===== config.mk =====
export PLATFORM = sky130hd
export DESIGN_NAME = smsp_port
export DESIGN_NICKNAME = d
export VERILOG_FILES = /design/src/verilog/smsp_pkg.sv /design/src/verilog/smsp_port.sv
export SDC_FILE = /design/constraint.sdc
export NUM_CORES = 1
export LEC_CHECK = 0
export BUFFER_PORTS_ARGS = -buffer_cell sky130_fd_sc_hd__clkbuf_2
export CORE_ASPECT_RATIO = 0.9
export CORE_MARGIN = 5
export CORE_UTILIZATION = 30
export CTS_BUF_LIST = sky130_fd_sc_hd__clkbuf_16
export CTS_CLUSTER_DIAMETER = 30
export DETAILED_ROUTE_END_ITERATION = 10
export PLACE_DENSITY = 0.51
export SLEW_MARGIN = 20
export SYNTH_ARGS = -nofsm -noshare
export SYNTH_HDL_FRONTEND = slang
export SYNTH_SLANG_ARGS = --single-unit

===== constraint.sdc =====
create_clock -name sys_clk -period 3.4 [get_ports sys_clk]
set_input_delay 0.68 -clock sys_clk [delete_from_list [all_inputs] [get_ports sys_clk]]
set_output_delay 0.68 -clock sys_clk [all_outputs]
set_load 0.01 [all_outputs]

===== src/verilog/smsp_pkg.sv =====
package smsp_pkg;

  // ****************************************************************
  // Register indices; the byte address is four times the index.
  // ****************************************************************
  localparam logic [29:0] IDX_STATUS  = 30'h0000_002f;
  localparam logic [29:0] IDX_CONTROL = 30'h0000_0030;
  localparam logic [29:0] IDX_DATA    = 30'h0000_0031;

  localparam logic [7:0] CONTROL_RESET = 8'h00;
  localparam logic [7:0] STATUS_RESET  = 8'h00;

  // ****************************************************************
  // Field positions.
  // ****************************************************************
  localparam int CTL_IRQ_EN  = 7;
  localparam int CTL_ENABLE  = 6;
  localparam int CTL_LSB     = 5;
  localparam int CTL_MASTER  = 4;
  localparam int CTL_CLOCK_POLARITY    = 3;
  localparam int CTL_CLOCK_PHASE    = 2;
  localparam int CTL_RATE_HI = 1;
  localparam int CTL_RATE_LO = 0;
  localparam int STS_DONE    = 7;
  localparam int STS_WRITE_COLLISION_FLAG    = 6;
  localparam int STS_DOUBLE  = 0;

  // ****************************************************************
  // Half periods of the master clock, indexed by {double, rate}.
  // ****************************************************************
  localparam logic [6:0] HALF_PERIOD [0:7] = '{
    7'h02,  // divide by 4
    7'h08,  // divide by 16
    7'h20,  // divide by 64
    7'h40,  // divide by 128
    7'h01,  // divide by 2
    7'h04,  // divide by 8
    7'h10,  // divide by 32
    7'h20   // divide by 64
  };

  localparam logic [3:0] LAST_EDGE = 4'hf;
  localparam logic [2:0] LAST_BIT  = 3'h7;

  typedef struct packed {
    logic [7:0] ctrl;
    logic       dbl;
    logic       tdf;
    logic       write_collision_flag;
    logic       arm_tdf;
    logic       arm_write_collision_flag;
    logic [7:0] shift;
    logic [7:0] rxbuf;
    logic [2:0] bitcnt;
    logic [3:0] edge_cnt;
    logic       busy;
    logic       sck;
    logic [6:0] div_cnt;
    logic       out_bit;
    logic       sck_prev;
    logic       ss_prev;
    logic       dph_wr;
    logic [29:0] dph_idx;
    logic [7:0] rdata;
  } smsp_state_s;

endpackage : smsp_pkg


===== src/verilog/smsp_port.sv =====
`timescale 1ns/1ns
module smsp_port (
  // Clock and reset
  input  wire logic        sys_clk,
  input  wire logic        rstn,
  // AHB-Lite slave
  input  wire logic        hsel,
  input  wire logic [31:0] haddr,
  input  wire logic [1:0]  htrans,
  input  wire logic        hwrite,
  input  wire logic [2:0]  hsize,
  input  wire logic [31:0] hwdata,
  input  wire logic        hready,
  output logic      [31:0] hrdata,
  output logic             hreadyout,
  output logic             hresp,
  // CPU side
  input  wire logic        global_irq_en,
  input  wire logic        irq_vector_ack,
  output logic             irq_req,
  // Pin direction choices made by software outside the port
  input  wire logic        ss_is_output,
  input  wire logic        mosi_user_out,
  input  wire logic        miso_user_out,
  input  wire logic        sck_user_out,
  // Serial pins
  input  wire logic        ss_n_in,
  input  wire logic        sck_in,
  output logic             sck_out,
  output logic             sck_oe,
  input  wire logic        mosi_in,
  output logic             mosi_out,
  output logic             mosi_oe,
  input  wire logic        miso_in,
  output logic             miso_out,
  output logic             miso_oe
);

  smsp_pkg::smsp_state_s q;
  smsp_pkg::smsp_state_s d;

  logic       enabled;
  logic       master;
  logic       clock_polarity;
  logic       clock_phase;
  logic       lsb;
  logic       accept;
  logic       rd_status;
  logic       rd_data;
  logic       wr_data;
  logic       data_access;
  logic       mode_fault;
  logic       slave_sel;
  logic       done_evt;
  logic       sample_evt;
  logic       setup_evt;
  logic       in_bit;
  logic       top_bit;
  logic [7:0] shifted;
  logic [6:0] half;
  logic [29:0] word_idx;

  assign enabled  = q.ctrl[smsp_pkg::CTL_ENABLE];
  assign master   = q.ctrl[smsp_pkg::CTL_MASTER];
  assign clock_polarity     = q.ctrl[smsp_pkg::CTL_CLOCK_POLARITY];
  assign clock_phase     = q.ctrl[smsp_pkg::CTL_CLOCK_PHASE];
  assign lsb      = q.ctrl[smsp_pkg::CTL_LSB];
  assign word_idx = haddr[31:2];
  assign accept   = hsel && htrans[1] && hready;
  assign rd_status = accept && !hwrite && (word_idx == smsp_pkg::IDX_STATUS);
  assign rd_data   = accept && !hwrite && (word_idx == smsp_pkg::IDX_DATA);
  assign wr_data   = q.dph_wr && (q.dph_idx == smsp_pkg::IDX_DATA);
  assign data_access = rd_data || wr_data;
  // Mode fault only when select is an input.
  // select as output
  assign mode_fault = enabled && master && !ss_is_output && !ss_n_in;
  assign slave_sel  = enabled && !master && !ss_n_in;
  assign in_bit     = master ? miso_in : mosi_in;
  assign top_bit    = lsb ? q.shift[0] : q.shift[7];
  assign shifted    = lsb ? {in_bit, q.shift[7:1]} : {q.shift[6:0], in_bit};
  assign half = smsp_pkg::HALF_PERIOD[{q.dbl, q.ctrl[smsp_pkg::CTL_RATE_HI],
                                       q.ctrl[smsp_pkg::CTL_RATE_LO]}];

  // ****************************************************************
  // Next state.
  // ****************************************************************
  always_comb begin
    d          = q;
    done_evt   = 1'b0;
    sample_evt = 1'b0;
    setup_evt  = 1'b0;
    d.sck_prev = sck_in;
    d.ss_prev  = ss_n_in;
    d.dph_wr   = 1'b0;
    if (accept) begin
      d.dph_wr  = hwrite;
      d.dph_idx = word_idx;
      d.rdata   = 8'h00;
      if (word_idx == smsp_pkg::IDX_STATUS) begin
        d.rdata = {q.tdf, q.write_collision_flag, 5'h00, q.dbl};
      end else if (word_idx == smsp_pkg::IDX_CONTROL) begin
        d.rdata = q.ctrl;
      end else if (word_idx == smsp_pkg::IDX_DATA) begin
        d.rdata = q.rxbuf;
      end
    end
    if (!q.busy) begin
      d.out_bit = top_bit;
      d.sck     = clock_polarity;
    end

    // Serial engine. A disabled port holds everything idle.
    // enable gate
    if (!enabled) begin
      d.busy     = 1'b0;
      d.bitcnt   = 3'h0;
      d.edge_cnt = 4'h0;
      d.div_cnt  = 7'h00;
    end else if (master) begin
      if (q.busy) begin
        if (q.div_cnt == half - 7'h01) begin
          d.div_cnt  = 7'h00;
          d.sck      = !q.sck;
          d.edge_cnt = q.edge_cnt + 4'h1;
          sample_evt = (q.edge_cnt[0] == clock_phase);
          setup_evt  = !sample_evt;
          if (q.edge_cnt == smsp_pkg::LAST_EDGE) begin
            d.busy = 1'b0;
          end
        end else begin
          d.div_cnt = q.div_cnt + 7'h01;
        end
      end
    end else if (!ss_n_in) begin
      if (sck_in != q.sck_prev) begin
        d.busy     = 1'b1;
        sample_evt = ((sck_in != clock_polarity) != clock_phase);
        setup_evt  = !sample_evt;
      end
    end else begin
      d.busy   = 1'b0;
      d.bitcnt = 3'h0;
    end

    if (setup_evt) begin
      d.out_bit = top_bit;
    end
    if (sample_evt) begin
      d.shift  = shifted;
      d.bitcnt = q.bitcnt + 3'h1;
      if (q.bitcnt == smsp_pkg::LAST_BIT) begin
        d.rxbuf  = shifted;
        done_evt = 1'b1;
        if (!master) begin
          d.busy = 1'b0;
        end
      end
    end

    if (enabled && !master && ss_n_in && !q.ss_prev) begin
      d.busy   = 1'b0;
      d.bitcnt = 3'h0;
      d.shift  = 8'h00;
    end

    // Register writes in the data phase.
    if (q.dph_wr && q.dph_idx == smsp_pkg::IDX_CONTROL) begin
      d.ctrl = hwdata[7:0];
    end
    if (q.dph_wr && q.dph_idx == smsp_pkg::IDX_STATUS) begin
      d.dbl = hwdata[smsp_pkg::STS_DOUBLE];
    end
    if (wr_data) begin
      if (q.busy) begin
        d.write_collision_flag = 1'b1;
      end else begin
        d.shift    = hwdata[7:0];
        d.out_bit  = lsb ? hwdata[0] : hwdata[7];
        d.bitcnt   = 3'h0;
        d.edge_cnt = 4'h0;
        d.div_cnt  = 7'h00;
        d.busy     = enabled && master;
      end
    end

    if (mode_fault) begin
      d.ctrl[smsp_pkg::CTL_MASTER] = 1'b0;
      d.busy     = 1'b0;
      d.bitcnt   = 3'h0;
      d.edge_cnt = 4'h0;
      d.sck      = clock_polarity;
    end

    // Flag clearing by the status-then-data sequence; a set in the
    // same cycle wins so no completion is lost.
    if (rd_status) begin
      d.arm_tdf  = q.tdf;
      d.arm_write_collision_flag = q.write_collision_flag;
    end
    if (data_access) begin
      if (q.arm_tdf || q.arm_write_collision_flag) begin
        d.tdf = 1'b0;
      end
      if (q.arm_write_collision_flag && !(wr_data && q.busy)) begin
        d.write_collision_flag = 1'b0;
      end
      d.arm_tdf  = 1'b0;
      d.arm_write_collision_flag = 1'b0;
    end
    if (irq_vector_ack) begin
      d.tdf = 1'b0;
    end
    if (done_evt || mode_fault) begin
      d.tdf = 1'b1;
    end
  end

  always_ff @(posedge sys_clk or negedge rstn) begin
    if (!rstn) begin
      q       <= '0;
      q.ctrl  <= smsp_pkg::CONTROL_RESET;
      q.sck   <= 1'b0;
      q.ss_prev <= 1'b1;
      q.sck_prev <= 1'b0;
    end else begin
      q <= d;
    end
  end

  // ****************************************************************
  // Outputs.
  // ****************************************************************
  assign hrdata    = {24'h00_0000, q.rdata};
  assign hreadyout = 1'b1;
  assign hresp     = 1'b0;
  assign irq_req   = q.ctrl[smsp_pkg::CTL_IRQ_EN] && q.tdf && global_irq_en;
  assign sck_out   = q.sck;
  assign mosi_out  = q.out_bit;
  assign miso_out  = q.out_bit;
  // Master pins drop to inputs the same cycle the fault clears master.
  assign mosi_oe   = enabled && master && mosi_user_out;
  assign sck_oe    = enabled && master && sck_user_out;
  assign miso_oe   = slave_sel && miso_user_out;
endmodule : smsp_port


==> impl_results.md, run 1 <==
- Die area: 18900 µm²
- Netlist cell types: 58
- TritonRoute pass-1 iters: 5
- Number of global-route vias before repair: 3689
- Final hold violation count: 0
- Dpl cell area: 5325 µm²
- Row cnt: 44
- Fraction of layout cells with a size suffix above 1: 0.2970
- Post-Place Worst Slack: 0.4373 ns
- Post-synth top flop: dfrtp_1
- Most frequent cells in the layout: dfrtp_1, clkbuf_2, mux2_2
- Ranking of synthesized cells by area: dfrtp_1, mux2_2, buf_4, mux2i_1, nand2_1
- Net Sw Frac: 0.2442
- Final Cycle Share: 0.8890
- Max_cap viols: 0
- EDFF count, synth: 0
- Most common cell after layout, fill and taps aside: dfrtp_1
- DRT iter0 DRCs: 217
- Cell area power density: 437.2 nW/µm²
- Cts hold-fix bufs: 0
- Final setup violation count: 0
- Worst hold path type: in -> async
- Clock Sinks: 87
- Vias: 3667
- Worst Slack Setup Final: 0.3775 ns
- CTS tree: yes
- Htree depth: 3
- Clock power frac: 0.446
- Leakage: 2.578 nW
- Worst-Margin Slew: 0.8144 ns
- Pint: 1.868 mW
- # IOs: 125
- Crit-path slowest cell: dfrtp_1
- Inserted Diodes: 0
- Post-synthesis cell type with the largest combined area: dfrtp_1
- Drc violations: 0
- Area grow syn2layout: 16.02%
- CP required: 3.67 ns
- Clock period minus worst slack: 3.023 ns
- Final Skew: 0.007001 ns
- Synthesis Warnings: 0
- Mean Syn Cell Area: 10.50 µm²
- Final Max Slew Viols: 0
- Final global-route overflow total: 0
- Die X: 144.4 µm
- Drt wl/cell: 16.61 µm
- First-pass GRT wire length: 19.73 mm
- Asr flop ratio synth: 1.000
- Die Ht: 130.9 µm
- Worst-path clk slew: 0.07 ns
- Post-Syn Instances: 464
- Root Driver: clkbuf_16
- RSZ-0062 raised after global routing: no
- WS Path Type: reg -> reg
- Largest net degree at the start of global routing: 59
- ANT nets after route: 0
- Vias/cell: 4.962
- Worst R2R Setup Slack: 0.38 ns
- Critical Path Start Type: register
- Detailed Route WL: 12.27 mm
- Peak supply drop: 0.2647 mV
- # nets final: 616
- Initial antenna violation count: 0
- Resized cells post-CTS: 0
- Yosys top cell area share: 0.4416
- Critical path cell sequence: or3_1, ha_1, nor3b_1, o21ba_2, xor2_1, nand4_1, or3_1, a21oi_1
- #FFs+latches synth: 87
- IO buf count: 68
- Total CTS buffers: 9
- Worst skew pair latency: 0.35 ns
- RePlAce Congestion: 0.8077
- Post-Syn Area: 4873 µm²
- Seq pwr share: 0.470
- Post-CTS setup buffer count: 0
- Setup TNS: 0 ns
- Worst rel slew slack: 0.4559
- Crit-path most repeated cell: or3_1
- Critical Path Sink Type: register
- Initial Util: 0.3042
- Core area: 16020 µm²
- GRT Util Overall: 0.1351
- Switching power: 0.6036 mW
- Slowest cell delay on critical path: 0.46 ns
- CP max FO: 8
- CTS Buffer Depth: 2
- CP arrival: 3.29 ns
- Design Area, Final: 5654 µm²
- F_max: 330.8 MHz
- Combinational share of power: 0.084
- Seq/Total Area, Yosys: 0.4470
- DP Wirelength: 9.269 mm
- Outcome: completed
## stage by stage
stage / cells / hold WS, ns / total power, mW / util
floorplan: 488 / 0.3844 / 1.311 / -
global placement: 723 / 0.4771 / 1.382 / 0.3324
detailed placement: 723 / 0.4711 / 1.391 / 0.3324
CTS: 739 / 0.4057 / 2.503 / 0.3529
global route: 739 / 0.4443 / 2.579 / 0.3529
finish: 739 / 0.3789 / 2.472 / 0.3529
## critical path: cells and delay by family, from the launching register on
kind | cells | cell delay, ns
adder cells (fa/ha/maj) | 1 | 0.25
XOR/XNOR | 1 | 0.43
flip-flops | 1 | 0.46
AO/OA/AOI/OAI | 2 | 0.43
AND/OR/NAND/NOR | 4 | 1.37
## metal layers
metal	up-vias	track usage	part of all wire
met5	-	0	0
met4	0	0.04717	0.018
met3	15	0.03493	0.052
met2	99	0.2106	0.45
met1	1795	0.1828	0.48
li1	1758	-	-
## path summary, 6_finish.rpt
check | cells after the start | start | endpoint
min in group sys_clk | 1 | sck_in | q[40]
min | 1 | rstn | q[21]
max reg2reg | 8 | q[79] | q[54]
min reg2reg | 2 | hrdata[3] | hrdata[3]
max | 8 | q[79] | q[54]
max in group asynchronous | 2 | rstn | q[39]
## cell families (layout without fill, tap and decap cells)
family / after synthesis / after routing / share of synthesized area
muxes: 74 / 74 / 0.1666
AOI/OAI and AO/OA: 59 / 59 / 0.08626
DFF: 87 / 87 / 0.4470
and+or+nand+nor: 163 / 163 / 0.1895
adders and majority gates: 5 / 5 / 0.01284
buffers and inverters: 63 / 107 / 0.07651
xor gates and xnor gates: 11 / 11 / 0.01977
other: 2 / 26 / 0.001541
## cells in the mapped netlist (4+ instances only)
cell and instances:
xor2_1 6, buf_4 35, nor2_1 27, nor3b_1 4
nor4_1 11, and3_1 7, a21oi_1 5, o21ai_0 11
mux2_2 49, buf_2 4, or2_2 4, dfrtp_1 86
ha_1 5, xnor2_1 5, mux2_1 8, a21o_1 6
nand2b_1 6, nor4b_1 6, nand3_1 10, inv_1 12
mux2i_1 17, clkbuf_1 9, nor3_1 13, and2_1 4
nand3b_1 7, a31o_1 5, nor2b_1 4, nand2_1 32
a31oi_1 10, nand4_1 14
## cell type report
| type | count | area, µm² |
|---|---|---|
| clock buffers | 9 | 225.2 |
| clock inverters | 7 | 103.9 |
| fillers | 1611 | 10370 |
| inverters | 12 | 45.04 |
| multi-input cells | 338 | 2417 |
| flip-flops and latches | 87 | 2178 |
| well taps | 207 | 259.0 |
| repair buffers | 79 | 425.4 |
## sequential cells by signal (all words and copies together) (netlist names)
name            count
miso_out            1
clock_polarity      1
clock_phase         1
master              1
sck_out             1
lsb                 1
q                  72
enabled             1
hrdata              8
## power by group through the flow
stage               logic (mW)  clock network [mW]  registers [mW]
finish                   0.209                1.10            1.16
global route             0.236                1.17            1.17
CTS                      0.212                1.13            1.16
detailed placement       0.211                   0            1.18
global placement         0.206                   0            1.18
floorplan                0.149                   0            1.16
(Power assumes the default switching activity.)
==> run 2, diff against run 1 <==
- REMOVE_ABC_BUFFERS: not set -> 1
- SLEW_MARGIN: 20 -> 25
==> impl_results.md, run 2 (synthesized netlist as in run 1, its figures left out) <==
- Worst hold path type: in -> async (unchanged)
- F_max: 328.1 MHz (was 330.8 MHz)
- Largest Register: q (unchanged)
- Critical Path Sink Type: register (unchanged)
- Slowest cell delay on critical path: 0.47 ns (was 0.46 ns)
- Htree depth: 3 (unchanged)
- Drc violations: 0 (unchanged)
- Critical Path Start Type: register (unchanged)
- Final Cycle Share: 0.8965 (was 0.8890)
- Final hold violation count: 0 (unchanged)
- Worst rel slew slack: 0.4018 (was 0.4559)
- Cts hold-fix bufs: 0 (unchanged)
- Outcome: completed (unchanged)
- CP max FO: 9 (was 8)
- Max_cap viols: 0 (unchanged)
- Worst Slack Setup Final: 0.3519 ns (was 0.3775 ns)
- Routing usage on met1: 0.1864 (was 0.1828)
- Post-CTS setup buffer count: 0 (unchanged)
- Most frequent cells in the layout: dfrtp_1, clkbuf_2, mux2_2 (unchanged)
- # IOs: 125 (unchanged)
- Final setup violation count: 0 (unchanged)
- Worst-Margin Slew: 0.8849 ns (was 0.8144 ns)
- Die X: 144.4 µm (unchanged)
- Initial Util: 0.3042 (unchanged)
- Initial antenna violation count: 0 (unchanged)
- Grt met3 use: 0.02511 (was 0.03493)
- Final global-route overflow total: 0 (unchanged)
- Grt met2 use: 0.2016 (was 0.2106)
- Placed Cells incl. Taps: 722 (was 723)
- GRT Util Overall: 0.1316 (was 0.1351)
- RePlAce Congestion: 0.7536 (was 0.8077)
- Crit-path slowest cell: dfrtp_1 (unchanged)
- Design Area, Final: 5620 µm² (was 5654 µm²)
- Detailed Route WL: 12.11 mm (was 12.27 mm)
- Setup TNS: 0 ns (unchanged)
- Dpl cell area: 5318 µm² (was 5325 µm²)
- CP arrival: 3.27 ns (was 3.29 ns)
- ANT nets after route: 0 (unchanged)
- Fraction of layout cells with a size suffix above 1: 0.2906 (was 0.2970)
- RSZ-0062 raised after global routing: no (unchanged)
- IO buf count: 68 (unchanged)
- DRT iter0 DRCs: 217 (unchanged)
- WS Path Type: reg -> reg (unchanged)
- First-pass GRT wire length: 19.49 mm (was 19.73 mm)
- Die Ht: 130.9 µm (unchanged)
- CTS Buffer Depth: 2 (unchanged)
- Vias/cell: 4.936 (was 4.962)
- Clock Sinks: 87 (unchanged)
- CP required: 3.62 ns (was 3.67 ns)
- Root Driver: clkbuf_16 (unchanged)
- # nets final: 615 (was 616)
- Max FFs per register: 72 (unchanged)
- Leakage: 2.571 nW (was 2.578 nW)
- Most common cell after layout, fill and taps aside: dfrtp_1 (unchanged)
- DP Wirelength: 9.091 mm (was 9.269 mm)
- Inserted Diodes: 0 (unchanged)
- Cell area power density: 428.5 nW/µm² (was 437.2 nW/µm²)
- Final Skew: 0.008096 ns (was 0.007001 ns)
- Clock period minus worst slack: 3.048 ns (was 3.023 ns)
- Final Max Slew Viols: 0 (unchanged)
- Gr busiest metal: met2 (unchanged)
- Post-Place Worst Slack: 0.3959 ns (was 0.4373 ns)
- Final non-filler cell total: 737 (was 739)
- Total CTS buffers: 9 (unchanged)
- Die area: 18900 µm² (unchanged)
- Core area: 16020 µm² (unchanged)
- Row cnt: 44 (unchanged)
- Number of global-route vias before repair: 3630 (was 3689)
- Vias: 3638 (was 3667)
- Drt wl/cell: 16.43 µm (was 16.61 µm)
- Critical path cell sequence: or3_1, ha_1, nor3b_1, o21ba_2, xor2_1, nand4_1, and2_1, mux2_1 (was or3_1, ha_1, nor3b_1, o21ba_2, xor2_1, nand4_1, or3_1, a21oi_1)
- TritonRoute pass-1 iters: 4 (was 5)
- Worst skew pair latency: 0.35 ns (about the same)
- Resized cells post-CTS: 0 (unchanged)
- Largest net degree at the start of global routing: 43 (was 59)
- Peak supply drop: 0.2075 mV (was 0.2647 mV)
- CTS tree: yes (unchanged)
- Worst-path clk slew: 0.06 ns (was 0.07 ns)
- Area grow syn2layout: 15.33% (was 16.02%)
==> run 2: stage by stage <==
stage	hold WS [ns]	power [mW]	util
after global placement	0.4664	1.382	0.3319
final	0.3144	2.408	0.3508
after detailed placement	0.4705	1.391	0.3319
after global routing	0.3576	2.509	0.3508
after floorplan	0.3844	1.287	-
after CTS	0.3338	2.441	0.3508
==> run 2: final cells by class <==
type | count | area [µm²]
Clock buffer | 9 | 225.2
Multi-Input combinational cell | 338 | 2417
Fill cell | 1621 | 10400
Tap cell | 207 | 259.0
Clock inverter | 6 | 77.57
Timing Repair Buffer | 78 | 417.9
Sequential cell | 87 | 2178
Inverter | 12 | 45.04
==> run 2: layer usage <==
layer | routed length [µm] | vias up
met5 | 0 | -
met4 | 215 | 0
met3 | 572 | 15
met2 | 5370 | 82
met1 | 5953 | 1783
li1 | - | 1758
==> run 2: power by group <==
group | switching (mW) | internal [mW] | total, mW
sequential | 0.0514 | 1.11 | 1.16
clock | 0.405 | 0.632 | 1.04
combinational | 0.106 | 0.104 | 0.210
total | 0.562 | 1.85 | 2.41
==> run 2: path summary, 6_finish.rpt <==
kind,start,end,slack [ns],cells past startpoint
max,q[80],q[61],0.35,8
min,rstn,q[24],0.31,1
max reg2reg,q[80],q[61],0.35,8
min reg2reg,hrdata[6],hrdata[6],0.48,2
max in group asynchronous,rstn,lsb,2.35,2
min in group sys_clk,ss_n_in,q[39],0.47,1
==> run 2: worst max-delay path, delay by kind of cell (launching register included) <==
family	cells	cell delay, ns
AO/OA/AOI/OAI	1	0.27
XOR/XNOR	1	0.41
adder cells (fa/ha/maj)	1	0.25
flip-flops	1	0.47
multiplexers	1	0.38
AND/OR/NAND/NOR	4	1.15
==> run 3, diff against run 2 <==
- clock period: 3.4 -> 3.19 ns (I/O delays scaled with it)
==> impl_results.md, run 3 (synthesized netlist as in run 1, its figures left out) <==
- Largest net degree at the start of global routing: 43 (unchanged)
- First-pass GRT wire length: 19.79 mm (was 19.49 mm)
- Die area: 18900 µm² (unchanged)
- Bufs and invs on worst path: 1 (was 0)
- CP required: 3.42 ns (was 3.62 ns)
- Most common cell after layout, fill and taps aside: dfrtp_1 (unchanged)
- Worst skew pair latency: 0.35 ns (about the same)
- Post-CTS setup buffer count: 0 (unchanged)
- Total CTS buffers: 9 (unchanged)
- Critical Path Sink Type: register (unchanged)
- Worst-path clk slew: 0.06 ns (about the same)
- Max FFs per register: 72 (unchanged)
- Switching power: 0.6183 mW (was 0.5619 mW)
- Leakage: 2.604 nW (was 2.571 nW)
- CTS Buffer Depth: 2 (unchanged)
- GRT Util Overall: 0.1341 (was 0.1316)
- Clock Sinks: 87 (unchanged)
- Htree depth: 3 (unchanged)
- # IOs: 125 (unchanged)
- Combinational share of power: 0.086 (was 0.087)
- Worst-Margin Slew: 0.6542 ns (was 0.8849 ns)
- Pint: 1.983 mW (was 1.846 mW)
- Cell area power density: 457.8 nW/µm² (was 428.5 nW/µm²)
- Seq pwr share: 0.475 (was 0.482)
- Slowest cell delay on critical path: 0.47 ns (about the same)
- Row cnt: 44 (unchanged)
- DRT iter0 DRCs: 240 (was 217)
- RSZ-0062 raised after global routing: no (unchanged)
- Placed Cells incl. Taps: 728 (was 722)
- F_max: 340.7 MHz (was 328.1 MHz)
- Clock power frac: 0.439 (was 0.430)
- Final non-filler cell total: 744 (was 737)
- Peak supply drop: 0.2413 mV (was 0.2075 mV)
- Number of global-route vias before repair: 3688 (was 3630)
- Resized cells post-CTS: 0 (unchanged)
- Core area: 16020 µm² (unchanged)
- Pwr Total: 2.602 mW (was 2.408 mW)
- Critical path cell sequence: or3_1, ha_1, nor4bb_1, a211oi_2, xor2_1, buf_4, nand4_1, and2_1, mux2_1 (was or3_1, ha_1, nor3b_1, o21ba_2, xor2_1, nand4_1, and2_1, mux2_1)
- Fraction of layout cells with a size suffix above 1: 0.3017 (was 0.2906)
- WS Path Type: reg -> reg (unchanged)
- Max_cap viols: 0 (unchanged)
- Inserted Diodes: 0 (unchanged)
- Detailed Route WL: 12.01 mm (was 12.11 mm)
- Crit-path slowest cell: and2_1 (was dfrtp_1)
- Cell family with most CP delay: simple AND/OR/NAND/NOR gates (unchanged)
- Largest Register: q (unchanged)
- Die X: 144.4 µm (unchanged)
- # nets final: 621 (was 615)
- Area grow syn2layout: 16.61% (was 15.33%)
- Outcome: completed (unchanged)
- Setup TNS: 0 ns (unchanged)
- TritonRoute pass-1 iters: 4 (unchanged)
- Initial antenna violation count: 0 (unchanged)
- Drt wl/cell: 16.14 µm (was 16.43 µm)
- DP Wirelength: 9.163 mm (was 9.091 mm)
- Final Max Slew Viols: 0 (unchanged)
- Vias: 3647 (was 3638)
- Clock period minus worst slack: 2.935 ns (was 3.048 ns)
- Final Skew: 0.007648 ns (was 0.008096 ns)
- CTS tree: yes (unchanged)
- Die Ht: 130.9 µm (unchanged)
- CP max FO: 9 (unchanged)
- Worst hold path type: in -> async (unchanged)
- Worst Slack Setup Final: 0.2549 ns (was 0.3519 ns)
- Fill cells: 1607 (was 1621)
- Most frequent cells in the layout: dfrtp_1, clkbuf_2, mux2_2 (unchanged)
- Cts hold-fix bufs: 0 (unchanged)
- Vias/cell: 4.902 (was 4.936)
- Final setup violation count: 0 (unchanged)
- Initial Util: 0.3042 (unchanged)
- Worst rel slew slack: 0.5605 (was 0.4018)
- CP arrival: 3.16 ns (was 3.27 ns)
- ANT nets after route: 0 (unchanged)
- Post-Place Worst Slack: 0.2614 ns (was 0.3959 ns)
- Critical Path Start Type: register (unchanged)
- Final Cycle Share: 0.9201 (was 0.8965)
- Root Driver: clkbuf_16 (unchanged)
- RePlAce Congestion: 0.7789 (was 0.7536)
- Drc violations: 0 (unchanged)
- Final hold violation count: 0 (unchanged)
- Final global-route overflow total: 0 (unchanged)
- IO buf count: 68 (unchanged)
- Net Sw Frac: 0.2377 (was 0.2333)
## run 3: cell count changes in the layout (fill, tap and decap cells not counted)
cell,delta
inv_6,+2
buf_4,+6
clkinv_2,-1
clkinv_4,+1
inv_1,-1
## run 3: final cells by class
type,count,area [µm²],area share
clock buffer,9,225.2,0.03963
clock inverter,7,95.09,0.01673
inverter,12,45.04,0.007926
multi-input combinational,338,2417,0.4254
sequential,87,2178,0.3833
tap,207,259.0,0.04557
timing repair buffer,84,462.9,0.08146
## run 3: worst paths after layout
kind                       startpoint  depth (start not counted)  slack, ns   endpoint
min                              rstn                          1       0.27      q[33]
max                             q[80]                          9       0.25      q[62]
min in group sys_clk          ss_n_in                          1       0.43      q[39]
min reg2reg                 hrdata[0]                          2       0.49  hrdata[0]
max reg2reg                     q[80]                          9       0.25      q[62]
max in group asynchronous        rstn                          2       2.19        lsb
## run 3: routing by layer
| layer | wire (µm) | up-vias | share of wire | global-route usage |
|---|---|---|---|---|
| li1 | - | 1764 | - | - |
| met3 | 557 | 12 | 0.046 | 0.02729 |
| met4 | 224 | 0 | 0.019 | 0.05047 |
| met1 | 5912 | 1790 | 0.49 | 0.1878 |
| met2 | 5312 | 81 | 0.44 | 0.2051 |
| met5 | 0 | - | 0 | 0 |
## run 3: stage by stage
step / utilization / instance area (µm²) / hold WS [ns]
final: 0.3547 / 5683 / 0.2727
after global routing: 0.3547 / 5683 / 0.3225
after CTS: 0.3547 / 5683 / 0.2936
after detailed placement: 0.3347 / 5363 / 0.4712
after global placement: 0.3347 / 5363 / 0.4657
after floorplan: - / 4636 / 0.3424
## run 3: power by group through the flow
stage	Combinational (mW)	Clock (mW)	Sequential [mW]
floorplan	0.133	0	1.24
global placement	0.220	0	1.25
detailed placement	0.225	0	1.26
CTS	0.226	1.18	1.24
global route	0.254	1.21	1.25
finish	0.223	1.14	1.24
